$ cat config.mk
export PLATFORM = sky130hd
export DESIGN_NAME = acs_regs
export DESIGN_NICKNAME = d
export VERILOG_FILES = /design/src/hw/acs_regs.v
export VERILOG_INCLUDE_DIRS = /design/src /design/src/hw
export SDC_FILE = /design/constraint.sdc
export NUM_CORES = 1
export LEC_CHECK = 0
export ABC_AREA = 0
export ABC_CLOCK_PERIOD_IN_PS = 900
export BUFFER_PORTS_ARGS = -buffer_cell sky130_fd_sc_hd__buf_4
export CAP_MARGIN = 0
export CORE_UTILIZATION = 35
export DETAILED_ROUTE_END_ITERATION = 8
export PLACE_DENSITY = 0.76
export SLEW_MARGIN = 20
export SYNTH_ARGS = -nofsm -noshare
export SYNTH_HDL_FRONTEND = slang
export SYNTH_SLANG_ARGS = --single-unit
$ cat constraint.sdc
create_clock -name ref_clk -period 0.9 [get_ports ref_clk]
set_input_delay 0.135 -clock ref_clk [delete_from_list [all_inputs] [get_ports ref_clk]]
set_output_delay 0.135 -clock ref_clk [all_outputs]
set_load 0.01 [all_outputs]
$ cat src/hw/acs_map.vh
// Operation
// - The status top byte reports the request queue depth, 32 requests by default (1Fh).
// - The low six bits of that byte follow the control queue field and the top two read zero.
// - Only queue depths of 32, 16, 8, 4, 2 or 1 requests can be selected.
// - The sideband addressing capability bit always reads one.
// - The above-4G support bit always reads zero.
// - The fast-write support bit always reads zero.
// - The rate field holds one bit per mode: bit 0 1x, bit 1 2x, bit 2 4x.
// - The 4x capability bit reads zero while the 4x override control bit is set.
// - After reset the rate capability field reads 111.
// - The selected rate drives both the address/data bus and the sideband bus.
// - The command word is a 32-bit register, writable only in bits 9:8, 4 and 2:0, that resets to zero.
// - With the port disabled new operations are ignored, accepted ones still complete.
// - An enabled port takes pipelined requests, and sideband ones only with sideband enabled.
`ifndef ACS_MAP_VH
`define ACS_MAP_VH
`define ACS_OFF_STATUS    8'ha4
`define ACS_OFF_COMMAND   8'ha8
`define ACS_OFF_CONTROL   8'hac
`define ACS_CMD_RESET     32'h00000000
`define ACS_CMD_WMASK     32'h00000317
`define ACS_CTL_RESET     32'h00000000
`define ACS_CTL_WMASK     32'h00001c01
`define ACS_CTL_OVR_BIT   0
`define ACS_CTL_QDEP_LSB  10
`define ACS_CMD_RATE_LSB  0
`define ACS_CMD_FWE_BIT   4
`define ACS_CMD_EN_BIT    8
`define ACS_CMD_SBE_BIT   9
`define ACS_STAT_SBA_BIT  9
`define ACS_STAT_QDEP_LSB 24
`define ACS_RATE_ALL      3'h7
`endif

$ cat src/hw/acs_regs.v
// Chosen here: the strobed register port.
`timescale 1ns/100ps
`include "acs_map.vh"
module acs_regs (
    // Clock and reset
    input  wire        ref_clk,
    input  wire        rst,
    // Register port
    input  wire [7:0]  regAddr,
    input  wire [31:0] regWdata,
    input  wire        regWr,
    input  wire        regRd,
    output reg  [31:0] regRdata,
    // Incoming operation requests
    input  wire        pipeReq,
    input  wire        sbaReq,
    input  wire        opPending,
    // Port state
    output wire        pipeAccept,
    output wire        sbaAccept,
    output wire        opService,
    output wire [2:0]  adRate,
    output wire [2:0]  sbaRate,
    output wire [5:0]  queueDepth,
    output wire        portEnable
);
    reg  [31:0] cmdQ;
    reg  [31:0] ctlQ;
    wire [31:0] statusWord;
    wire [2:0]  rateCap;
    wire [2:0]  rqSel;

    // Select code to queue depth minus one; illegal codes fall back to 32
    function [5:0] depthOf;
        input [2:0] sel;
        begin
            case (sel)
                3'h0:    depthOf = 6'h1f;
                3'h1:    depthOf = 6'h0f;
                3'h2:    depthOf = 6'h07;
                3'h3:    depthOf = 6'h03;
                3'h4:    depthOf = 6'h01;
                3'h5:    depthOf = 6'h00;
                default: depthOf = 6'h1f;
            endcase
        end
    endfunction

    assign rqSel = ctlQ[`ACS_CTL_QDEP_LSB+2:`ACS_CTL_QDEP_LSB];
    assign queueDepth = depthOf(rqSel);
    assign rateCap = {~ctlQ[`ACS_CTL_OVR_BIT], 2'h3} & `ACS_RATE_ALL;

    assign statusWord = {2'h0, queueDepth,
                         14'h0,
                         1'h1,
                         3'h0,
                         1'h0,
                         1'h0,
                         1'h0,
                         rateCap};

    // Only the documented fields are writable
    always @(posedge ref_clk or posedge rst) begin
        if (rst) begin
            cmdQ <= `ACS_CMD_RESET;
            ctlQ <= `ACS_CTL_RESET;
        end else if (regWr) begin
            if (regAddr == `ACS_OFF_COMMAND)
                cmdQ <= regWdata & `ACS_CMD_WMASK;
            if (regAddr == `ACS_OFF_CONTROL)
                ctlQ <= regWdata & `ACS_CTL_WMASK;
        end
    end

    always @(posedge ref_clk or posedge rst) begin
        if (rst) begin
            regRdata <= 32'h00000000;
        end else if (regRd) begin
            case (regAddr)
                `ACS_OFF_STATUS:  regRdata <= statusWord;
                `ACS_OFF_COMMAND: regRdata <= cmdQ;
                `ACS_OFF_CONTROL: regRdata <= ctlQ;
                default:          regRdata <= 32'h00000000;
            endcase
        end else begin
            regRdata <= 32'h00000000;
        end
    end

    assign portEnable = cmdQ[`ACS_CMD_EN_BIT];
    // Software keeps the rate one-hot; no check here
    assign adRate  = cmdQ[`ACS_CMD_RATE_LSB+2:`ACS_CMD_RATE_LSB];
    assign sbaRate = cmdQ[`ACS_CMD_RATE_LSB+2:`ACS_CMD_RATE_LSB];
    assign pipeAccept = portEnable & pipeReq;
    assign sbaAccept  = portEnable & cmdQ[`ACS_CMD_SBE_BIT] & sbaReq;
    // Already accepted work finishes even after disable
    assign opService = opPending;
endmodule

; ---- Word level (Yosys, flattened, before mapping)
; Cells that the tools add are included.
[totals]
ff_bits = 42
inputBits = 47
output_inout_bits = 48
wordCells = 20
[classes]
eq_ne = 8
n_mux = 3
bitwise = 4
reduce_logical = 2
[op_table]
columns = operator, n
row1 = 30-bit one-hot mux with 3 select lines, 1
row2 = 32-bit 2-to-1 mux, 1
row3 = 5-bit one-hot mux with 5 select lines, 1
row4 = 8-bit equality test (second input constant), 3
row5 = 3-bit by 2-bit equality test with 1-bit output (second input constant), 2
row6 = 3-bit equality test (second input constant), 2
row7 = 2-bit AND reduction, 2
row8 = 1-bit AND, 3
row9 = 3-bit by 1-bit equality test with 1-bit output (second input constant), 1
row10 = 1-bit NOT, 1

; ---- Longest topological paths before layout
; Gate-level depths: netlist (run 1).
[logic_depth]
ltp_word = 4
ltp_mapped = 4
mapped_depth_nobuf = 3

; ---- Least setup slack after synthesis (run 1)
; No wires, ideal clock.
[synth_timing]
path_type = input port to flip-flop
from = in regAddr[1]
to = reg cmdQ[0]
setup_ns = 0.125
t_arrival_ns = 1.135
t_required_ns = 0.775
path_slack_ns = -0.360
path_stages = 4
path_buffers = 1
cell_sequence = nor4b_4 > and4_1 > buf_4 > mux2_2
[synth_via]
elab_chain_len = 2
[synth_rtl]
columns = item, line
row1 = from (decl), acs_regs.v:9  ; input wire [7:0] regAddr,
row2 = 8-bit equality test, -
row3 = 2-bit AND reduction (no source line), -
row4 = to (signal assigned), acs_regs.v:65  ; cmdQ <= `ACS_CMD_RESET;
row5 = to (signal assigned), acs_regs.v:69  ; cmdQ <= regWdata & `ACS_CMD_WMASK;
row6 = to (decl), acs_regs.v:27  ; reg [31:0] cmdQ;
; Every way passes these cells.
; A chain may end at the register's enable or synchronous reset.

; ---- Final worst setup path (run 1)
[layout_timing]
from = reg ctlQ[12]
to = out queueDepth[4]
[layout_via]
elab_chain_len = 2
elab_cells_between_ends = 6
classes_between = eq/ne: 5 / mux: 1
[layout_rtl]
columns = item, line
row1 = from (decl), acs_regs.v:28  ; reg [31:0] ctlQ;
row2 = from (signal assigned), acs_regs.v:66  ; ctlQ <= `ACS_CTL_RESET;
row3 = from (signal assigned), acs_regs.v:71  ; ctlQ <= regWdata & `ACS_CTL_WMASK;
row4 = "3-bit equality test, or another cell as far along", acs_regs.v:37  ; case (sel)
row5 = 5-bit one-hot mux with 5 select lines *, acs_regs.v:37
row6 = to (decl), acs_regs.v:24  ; output wire [5:0] queueDepth,
; Every way passes the cells marked *; elsewhere a longest branch is shown, timed or not.

==> results of run 1 <==
-- per-layer routing --
metal  vias to the layer above  GRT usage  share of wire
met2                        59      0.317           0.53
met4                         0      0.136          0.051
li1                        453          -              -
met1                       468      0.177           0.36
met3                        16     0.0256          0.062
met5                         -          0              0
-- flip-flops by register name, summed over array words and instances (netlist names) --
register	count
regRdata	14
cmdQ	6
ctlQ	4
-- per-stage QoR --
stage                     power (mW)  setup WS [ns]  setup TNS (ns)
after CTS                       2.14         -0.530           -6.78
after global placement          1.50         -0.554           -8.87
final                           2.18         -0.569           -8.05
after detailed placement        1.51         -0.608          -10.23
after global routing            2.26         -0.614           -9.52
after floorplan                 1.39         -0.347           -3.42
-- cells by family (layout without fill, tap and decap cells) --
kind of cell / after synthesis / count (layout) / share of synthesized area
and+or+nand+nor: 32 / 32 / 0.170
buffers and inverters: 31 / 85 / 0.183
DFF: 24 / 24 / 0.504
muxes: 10 / 10 / 0.0945
AOI/OAI and AO/OA: 9 / 9 / 0.0452
other: 1 / 19 / 0.00315
-- cell type report --
cell class | count | area (µm²)
clock buffers | 4 | 36.3
fillers | 246 | 1100
inverters | 3 | 13.8
multi-input cells | 70 | 572
flip-flops and latches | 24 | 606
well taps | 44 | 55.1
repair buffers | 78 | 747
-- synth_stat cells (all sizes together), types with 2 or more instances --
cell type,number,area [µm²]
dfrtp,24,601
nand2,2,7.51
and2,5,31.3
a21oi,5,25.0
nor2,4,15.0
inv,3,11.3
nor3,3,15.0
nand4,2,12.5
nor2b,6,40.0
mux2,10,113
and3,6,37.5
buf,27,203
-- power by group through the flow --
| stage | sequential [mW] | clock (mW) | combinational, mW |
|---|---|---|---|
| after detailed placement | 1.15 | 0 | 0.360 |
| final | 1.13 | 0.571 | 0.473 |
| after floorplan | 1.14 | 0 | 0.251 |
| after global routing | 1.14 | 0.622 | 0.506 |
| after CTS | 1.13 | 0.569 | 0.439 |
| after global placement | 1.15 | 0 | 0.349 |
-- final timing paths --
kind,endpoint,slack (ns),depth (start not counted)
min in group asynchronous,cmdQ[1],0.40,4
setup reg to reg,regRdata[25],-0.30,5
setup / recovery,queueDepth[4],-0.57,4
max in group asynchronous,ctlQ[10],0.25,4
hold reg to reg,cmdQ[4],0.56,1
hold / removal,cmdQ[8],0.04,2
-- repair_timing --
| item | CTS | global route |
|---|---|---|
| gates resized for setup | 42 | 14 |
| setup endpoints to repair | 43 | 48 |
| pin swaps | 7 | 6 |
| buffers inserted | 13 | 5 |
| endpoints found under the hold margin | 24 | 0 |
| hold buffers | 1 | 0 |
==> out/metrics.json, run 1 <==
{
  "outcome": "finished, violations left",
  "violations": "setup timing",
  "cts_max_level": 1,
  "final_max_slew_viol_count": 0,
  "rows": 20,
  "dominant_delay_contributor_by_cell_family_on_the_critical_path": "flip-flops",
  "pin_count_of_the_biggest_net_entering_global_routing": 25,
  "final-instance-count-excl-fill": 223,
  "global_route.usage.total": 0.174,
  "worstSkewPairLatency_ns": 0.31,
  "timing.critical_path.buf_inv": 2,
  "fp.dieH_um": 60.3,
  "syn_inst": 107,
  "critPathMaxStageDelay_ns": 0.47,
  "critical_path.startpoint_type": "register",
  "dieArea_um2": 3640,
  "synth_edf_count": 0,
  "synth_area_per_cell_um2": 11.1,
  "drive_gt1_frac": 0.642,
  "fin_crit_ns": 1.47,
  "maxClockFrequency_mhz": 681,
  "cts_tree": "built",
  "worst_hold_path_type": "in -> reg",
  "clock-sinks": 24,
  "areaGrowthSynthToFinish_pct": 70.4,
  "startpoint": "ctlQ[12]",
  "gpl.final_weighted_congestion": 0.794,
  "portBuffers": 50,
  "postRouteAntennaNets": 0,
  "yosysUniqueCellTypes": 23,
  "wl_per_cell_um": 13.6,
  "critical_path_required_ns": 0.76,
  "seq_power_share": 0.520,
  "yosys_most_used_dff": "sky130_fd_sc_hd__dfrtp_1",
  "gr-total-overflow": 0,
  "pwr-share-clk": 0.262,
  "initial_core_util": 0.381,
  "route.detailed.drc": 0,
  "fin_area_um2": 2030,
  "crit_path_end_kind": "output port",
  "timing.final.hold_violations": 0,
  "first_pass_grt_wire_length_mm": 4.51,
  "whs_ns": 0.0399,
  "hold_path.startpoint": "regWdata[8]",
  "utilization": 0.649,
  "vias": 996,
  "critical_path.max_fanout": 4,
  "clockRootBuffer": "sky130_fd_sc_hd__clkbuf_4",
  "clock-skew-final_ns": 0.00128,
  "postPlaceCellArea_um2": 1670,
  "power.density_nw_per_um2": 1070,
  "layout.cells.most_common_list": "39 x sky130_fd_sc_hd__buf_6, 37 x sky130_fd_sc_hd__buf_4, 20 x sky130_fd_sc_hd__dfrtp_1",
  "synthesis.area_um2": 1190,
  "core_um2": 3130,
  "timing_worst_setup_path_type": "reg -> out",
  "timing.critical_path.mode_cell": "sky130_fd_sc_hd__buf_6",
  "drt_pass1_iterations": 4,
  "die_w_um": 60.3,
  "post-route-worst-setup-slack_ns": -0.569,
  "power.switching_mw": 0.555,
  "clk_pin_slew_ns": 0.13,
  "synth_warnings": 0,
  "hpwl_mm": 2.05,
  "max_cap_violations": 0,
  "postSynthRegisterBits": 24,
  "insertedDiodeCount": 0,
  "first_global_vias": 1030,
  "worst_ep_arrival_time_ns": 1.33,
  "crit_path_cells": "buf_6 > nor3_2 > a21o_1 > buf_6",
  "crit-reg2reg-launch": "ctlQ[12]",
  "synth.yosys.seq_area_share": 0.504,
  "synth_async_sr_flop_share": 1.00,
  "final_min_period_over_clock_period": 1.63,
  "internal_power_mw": 1.62,
  "crit_path_top_delay_cell": "sky130_fd_sc_hd__dfrtp_2",
  "dpl.cell_count": 204,
  "design.portCount": 95,
  "fin_nets": 227,
  "netSwitchingFraction": 0.255,
  "initial_antenna_violation_count": 0,
  "vias_per_cell": 4.47,
  "final_common_cell": "sky130_fd_sc_hd__buf_6",
  "finalSetupViolCount": 45,
  "power.leakage_nw": 1.06,
  "irDropWorstVdd_v": 0.000474,
  "comb_power_share": 0.217,
  "cts_made_buffers": 3,
  "grt_setup_unrepaired": "yes",
  "first_iter_violations": 19,
  "cts_buffer_depth": 2,
  "finalWirelength_mm": 3.02
}
Note: power is estimated with default switching activity, not from simulation.
==> run 2: changes to the inputs <==
- ABC_CLOCK_PERIOD_IN_PS: 900 -> 1300
- clock period: 0.9 -> 1.3 ns (I/O delays scaled with it)
==> out/metrics.json, run 2 (synthesis gave the netlist of run 1 again) <==
{
  "cts_tree": "built",
  "fin_crit_ns": 1.42,
  "final_max_slew_viol_count": {"value": 0, "change": "unchanged"},
  "postRouteAntennaNets": {"value": 0, "change": "unchanged"},
  "hpwl": {"value": 1.97, "unit": "mm", "change": "-3.8%"},
  "initial_core_util": {"value": 0.381, "change": "unchanged"},
  "worst_hold_path_type": "in -> reg",
  "final_common_cell": "sky130_fd_sc_hd__buf_4",
  "maxClockFrequency_mhz": 702,
  "critical_path.max_fanout": {"value": 4, "change": "unchanged"},
  "post-layout-total-power": {"value": 1.41, "unit": "mW", "change": "-35%"},
  "cts_buffer_depth": {"value": 2, "change": "unchanged"},
  "largest_register_ff_count": {"value": 14, "change": "unchanged"},
  "route.detailed.drc": {"value": 0, "change": "unchanged"},
  "vias": {"value": 905, "change": "-9.1%"},
  "violations": "setup timing",
  "totalNegativeSetupSlack": {"value": -0.438, "unit": "ns", "change": "+7.61 ns"},
  "grt_use_met2": {"value": 0.300, "change": "-0.0173"},
  "global_route.usage.total": {"value": 0.153, "change": "-0.0205"},
  "dieArea": {"value": 3640, "unit": "µm²", "change": "unchanged"},
  "portBuffers": {"value": 50, "change": "unchanged"},
  "core": {"value": 3130, "unit": "µm²", "change": "unchanged"},
  "drive_gt1_frac": {"value": 0.525, "change": "-0.118"},
  "vias_per_cell": {"value": 4.39, "change": "-1.6%"},
  "gr-total-overflow": {"value": 0, "change": "unchanged"},
  "timing_worst_setup_path_type": "reg -> out",
  "wl_per_cell": {"value": 12.4, "unit": "µm", "change": "-8.7%"},
  "outcome": "finished, violations left",
  "cts_made_buffers": {"value": 3, "change": "unchanged"},
  "utilization": {"value": 0.527, "change": "-0.122"},
  "finalWirelength": {"value": 2.55, "unit": "mm", "change": "-16%"},
  "layout.cells.most_common_list": "56 x sky130_fd_sc_hd__buf_4, 21 x sky130_fd_sc_hd__dfrtp_1, 19 x sky130_fd_sc_hd__conb_1",
  "timing.final.hold_violations": {"value": 0, "change": "unchanged"},
  "post-route-worst-setup-slack": {"value": -0.124, "unit": "ns", "change": "+0.445 ns"},
  "crit_path_cells": "buf_6 > nor3_2 > a21o_1 > buf_4",
  "crit_path_end_kind": "output port",
  "global_route_track_usage_on_met3": {"value": 0.0213, "change": "-0.00426"},
  "insertedDiodeCount": {"value": 0, "change": "unchanged"},
  "finalSetupViolCount": {"value": 5, "change": "-89%"},
  "drt_pass1_iterations": {"value": 4, "change": "unchanged"},
  "critPathMaxStageDelay": {"value": 0.46, "unit": "ns", "change": "about the same"},
  "first_pass_grt_wire_length": {"value": 4.06, "unit": "mm", "change": "-9.9%"},
  "final_min_period_over_clock_period": 1.10,
  "largest_registers": "regRdata: 14 flops, cmdQ: 6 flops, ctlQ: 4 flops",
  "fin_nets": {"value": 210, "change": "-7.5%"},
  "worst_ep_arrival_time": {"value": 1.23, "unit": "ns", "change": "-0.10 ns"},
  "grt_setup_unrepaired": "yes",
  "critical_path_required": {"value": 1.11, "unit": "ns", "change": "+0.35 ns"},
  "power.leakage": {"value": 0.900, "unit": "nW", "change": "-15%"},
  "clock-sinks": {"value": 24, "change": "unchanged"},
  "place_ws": {"value": -0.223, "unit": "ns", "change": "+0.385 ns"},
  "clockRootBuffer": "sky130_fd_sc_hd__clkbuf_4",
  "crit_path_top_delay_cell": "sky130_fd_sc_hd__dfrtp_2",
  "max_cap_violations": {"value": 0, "change": "unchanged"},
  "cts_max_level": {"value": 1, "change": "unchanged"},
  "grt-busiest-layer": "met2",
  "areaGrowthSynthToFinish_pct": 38.4,
  "clk_pin_slew": {"value": 0.13, "unit": "ns", "change": "about the same"},
  "gpl.final_weighted_congestion": {"value": 0.788, "change": "-0.71%"},
  "first_iter_violations": {"value": 11, "change": "-8"},
  "die_w": {"value": 60.3, "unit": "µm", "change": "unchanged"},
  "critical_path.startpoint_type": "register",
  "largest_register": "regRdata",
  "first_global_vias": {"value": 897, "change": "-13%"},
  "fp.dieH": {"value": 60.3, "unit": "µm", "change": "unchanged"},
  "rows": {"value": 20, "change": "unchanged"},
  "gr-usage-met1": {"value": 0.156, "change": "-0.0209"},
  "pin_count_of_the_biggest_net_entering_global_routing": {"value": 25, "change": "unchanged"},
  "power.density": {"value": 854, "unit": "nW/µm²", "change": "-20%"},
  "irDropWorstVdd": {"value": 0.000257, "unit": "V", "change": "-46%"},
  "initial_antenna_violation_count": {"value": 0, "change": "unchanged"},
  "design.portCount": {"value": 95, "change": "unchanged"},
  "clock-skew-final": {"value": 0.00504, "unit": "ns", "change": "+0.00376 ns"},
  "worstSkewPairLatency": {"value": 0.31, "unit": "ns", "change": "about the same"}
}
-- run 2: area by class of cell --
cell class,count,area (µm²)
Fill cell,278,1480
Sequential cell,24,604
Multi-Input combinational cell,70,467
Clock buffer,4,36.3
Timing Repair Buffer,61,475
Tap cell,44,55.1
Inverter,3,11.3
-- run 2: path summary, 6_finish.rpt --
check                      slack, ns  cells past startpoint        start            end
setup / recovery               -0.12                      4     ctlQ[12]  queueDepth[4]
hold / removal                  0.11                      2  regWdata[9]        cmdQ[9]
setup reg to reg                0.19                      4     ctlQ[12]   regRdata[28]
hold reg to reg                 0.54                      1      cmdQ[4]    regRdata[4]
max in group asynchronous       0.56                      4          rst       ctlQ[11]
min in group asynchronous       0.49                      4          rst    regRdata[0]
-- run 2: critical path, delay by kind of cell (launching register included) --
family,cells,cell delay (ns)
buffers and inverters,2,0.25
AO/OA/AOI/OAI,1,0.12
AND/OR/NAND/NOR,1,0.09
flip-flops,1,0.46
-- run 2: report_power, final --
group	switching [mW]	total (mW)	internal, mW	leakage, nW
sequential	0.0188	0.781	0.763	0.329
clock	0.216	0.386	0.171	0.0210
combinational	0.111	0.241	0.129	0.550
total	0.346	1.41	1.06	0.900
-- run 2: repair_timing --
action | CTS | global route
pin swaps | 1 | 1
resized for setup | 13 | 2
hold buffers | 1 | 0
endpoints found under the hold margin | 24 | 0
setup endpoints to repair | 5 | 5
cloned | 0 | 0
buffers inserted | 2 | 1
-- run 2: stage by stage --
step	hold WS [ns]	instance area, µm²	instances
after detailed placement	0.261	1540	199
final	0.112	1650	206
after global routing	0.0882	1650	206
after global placement	0.254	1540	199
after CTS	0.103	1640	205
after floorplan	0.210	1260	125
-- run 2: metal layers --
metal / routed length, µm / vias to the layer above
li1: - / 421
met1: 867 / 433
met2: 1480 / 49
met3: 169 / 2
met4: 33 / 0
met5: 0 / -
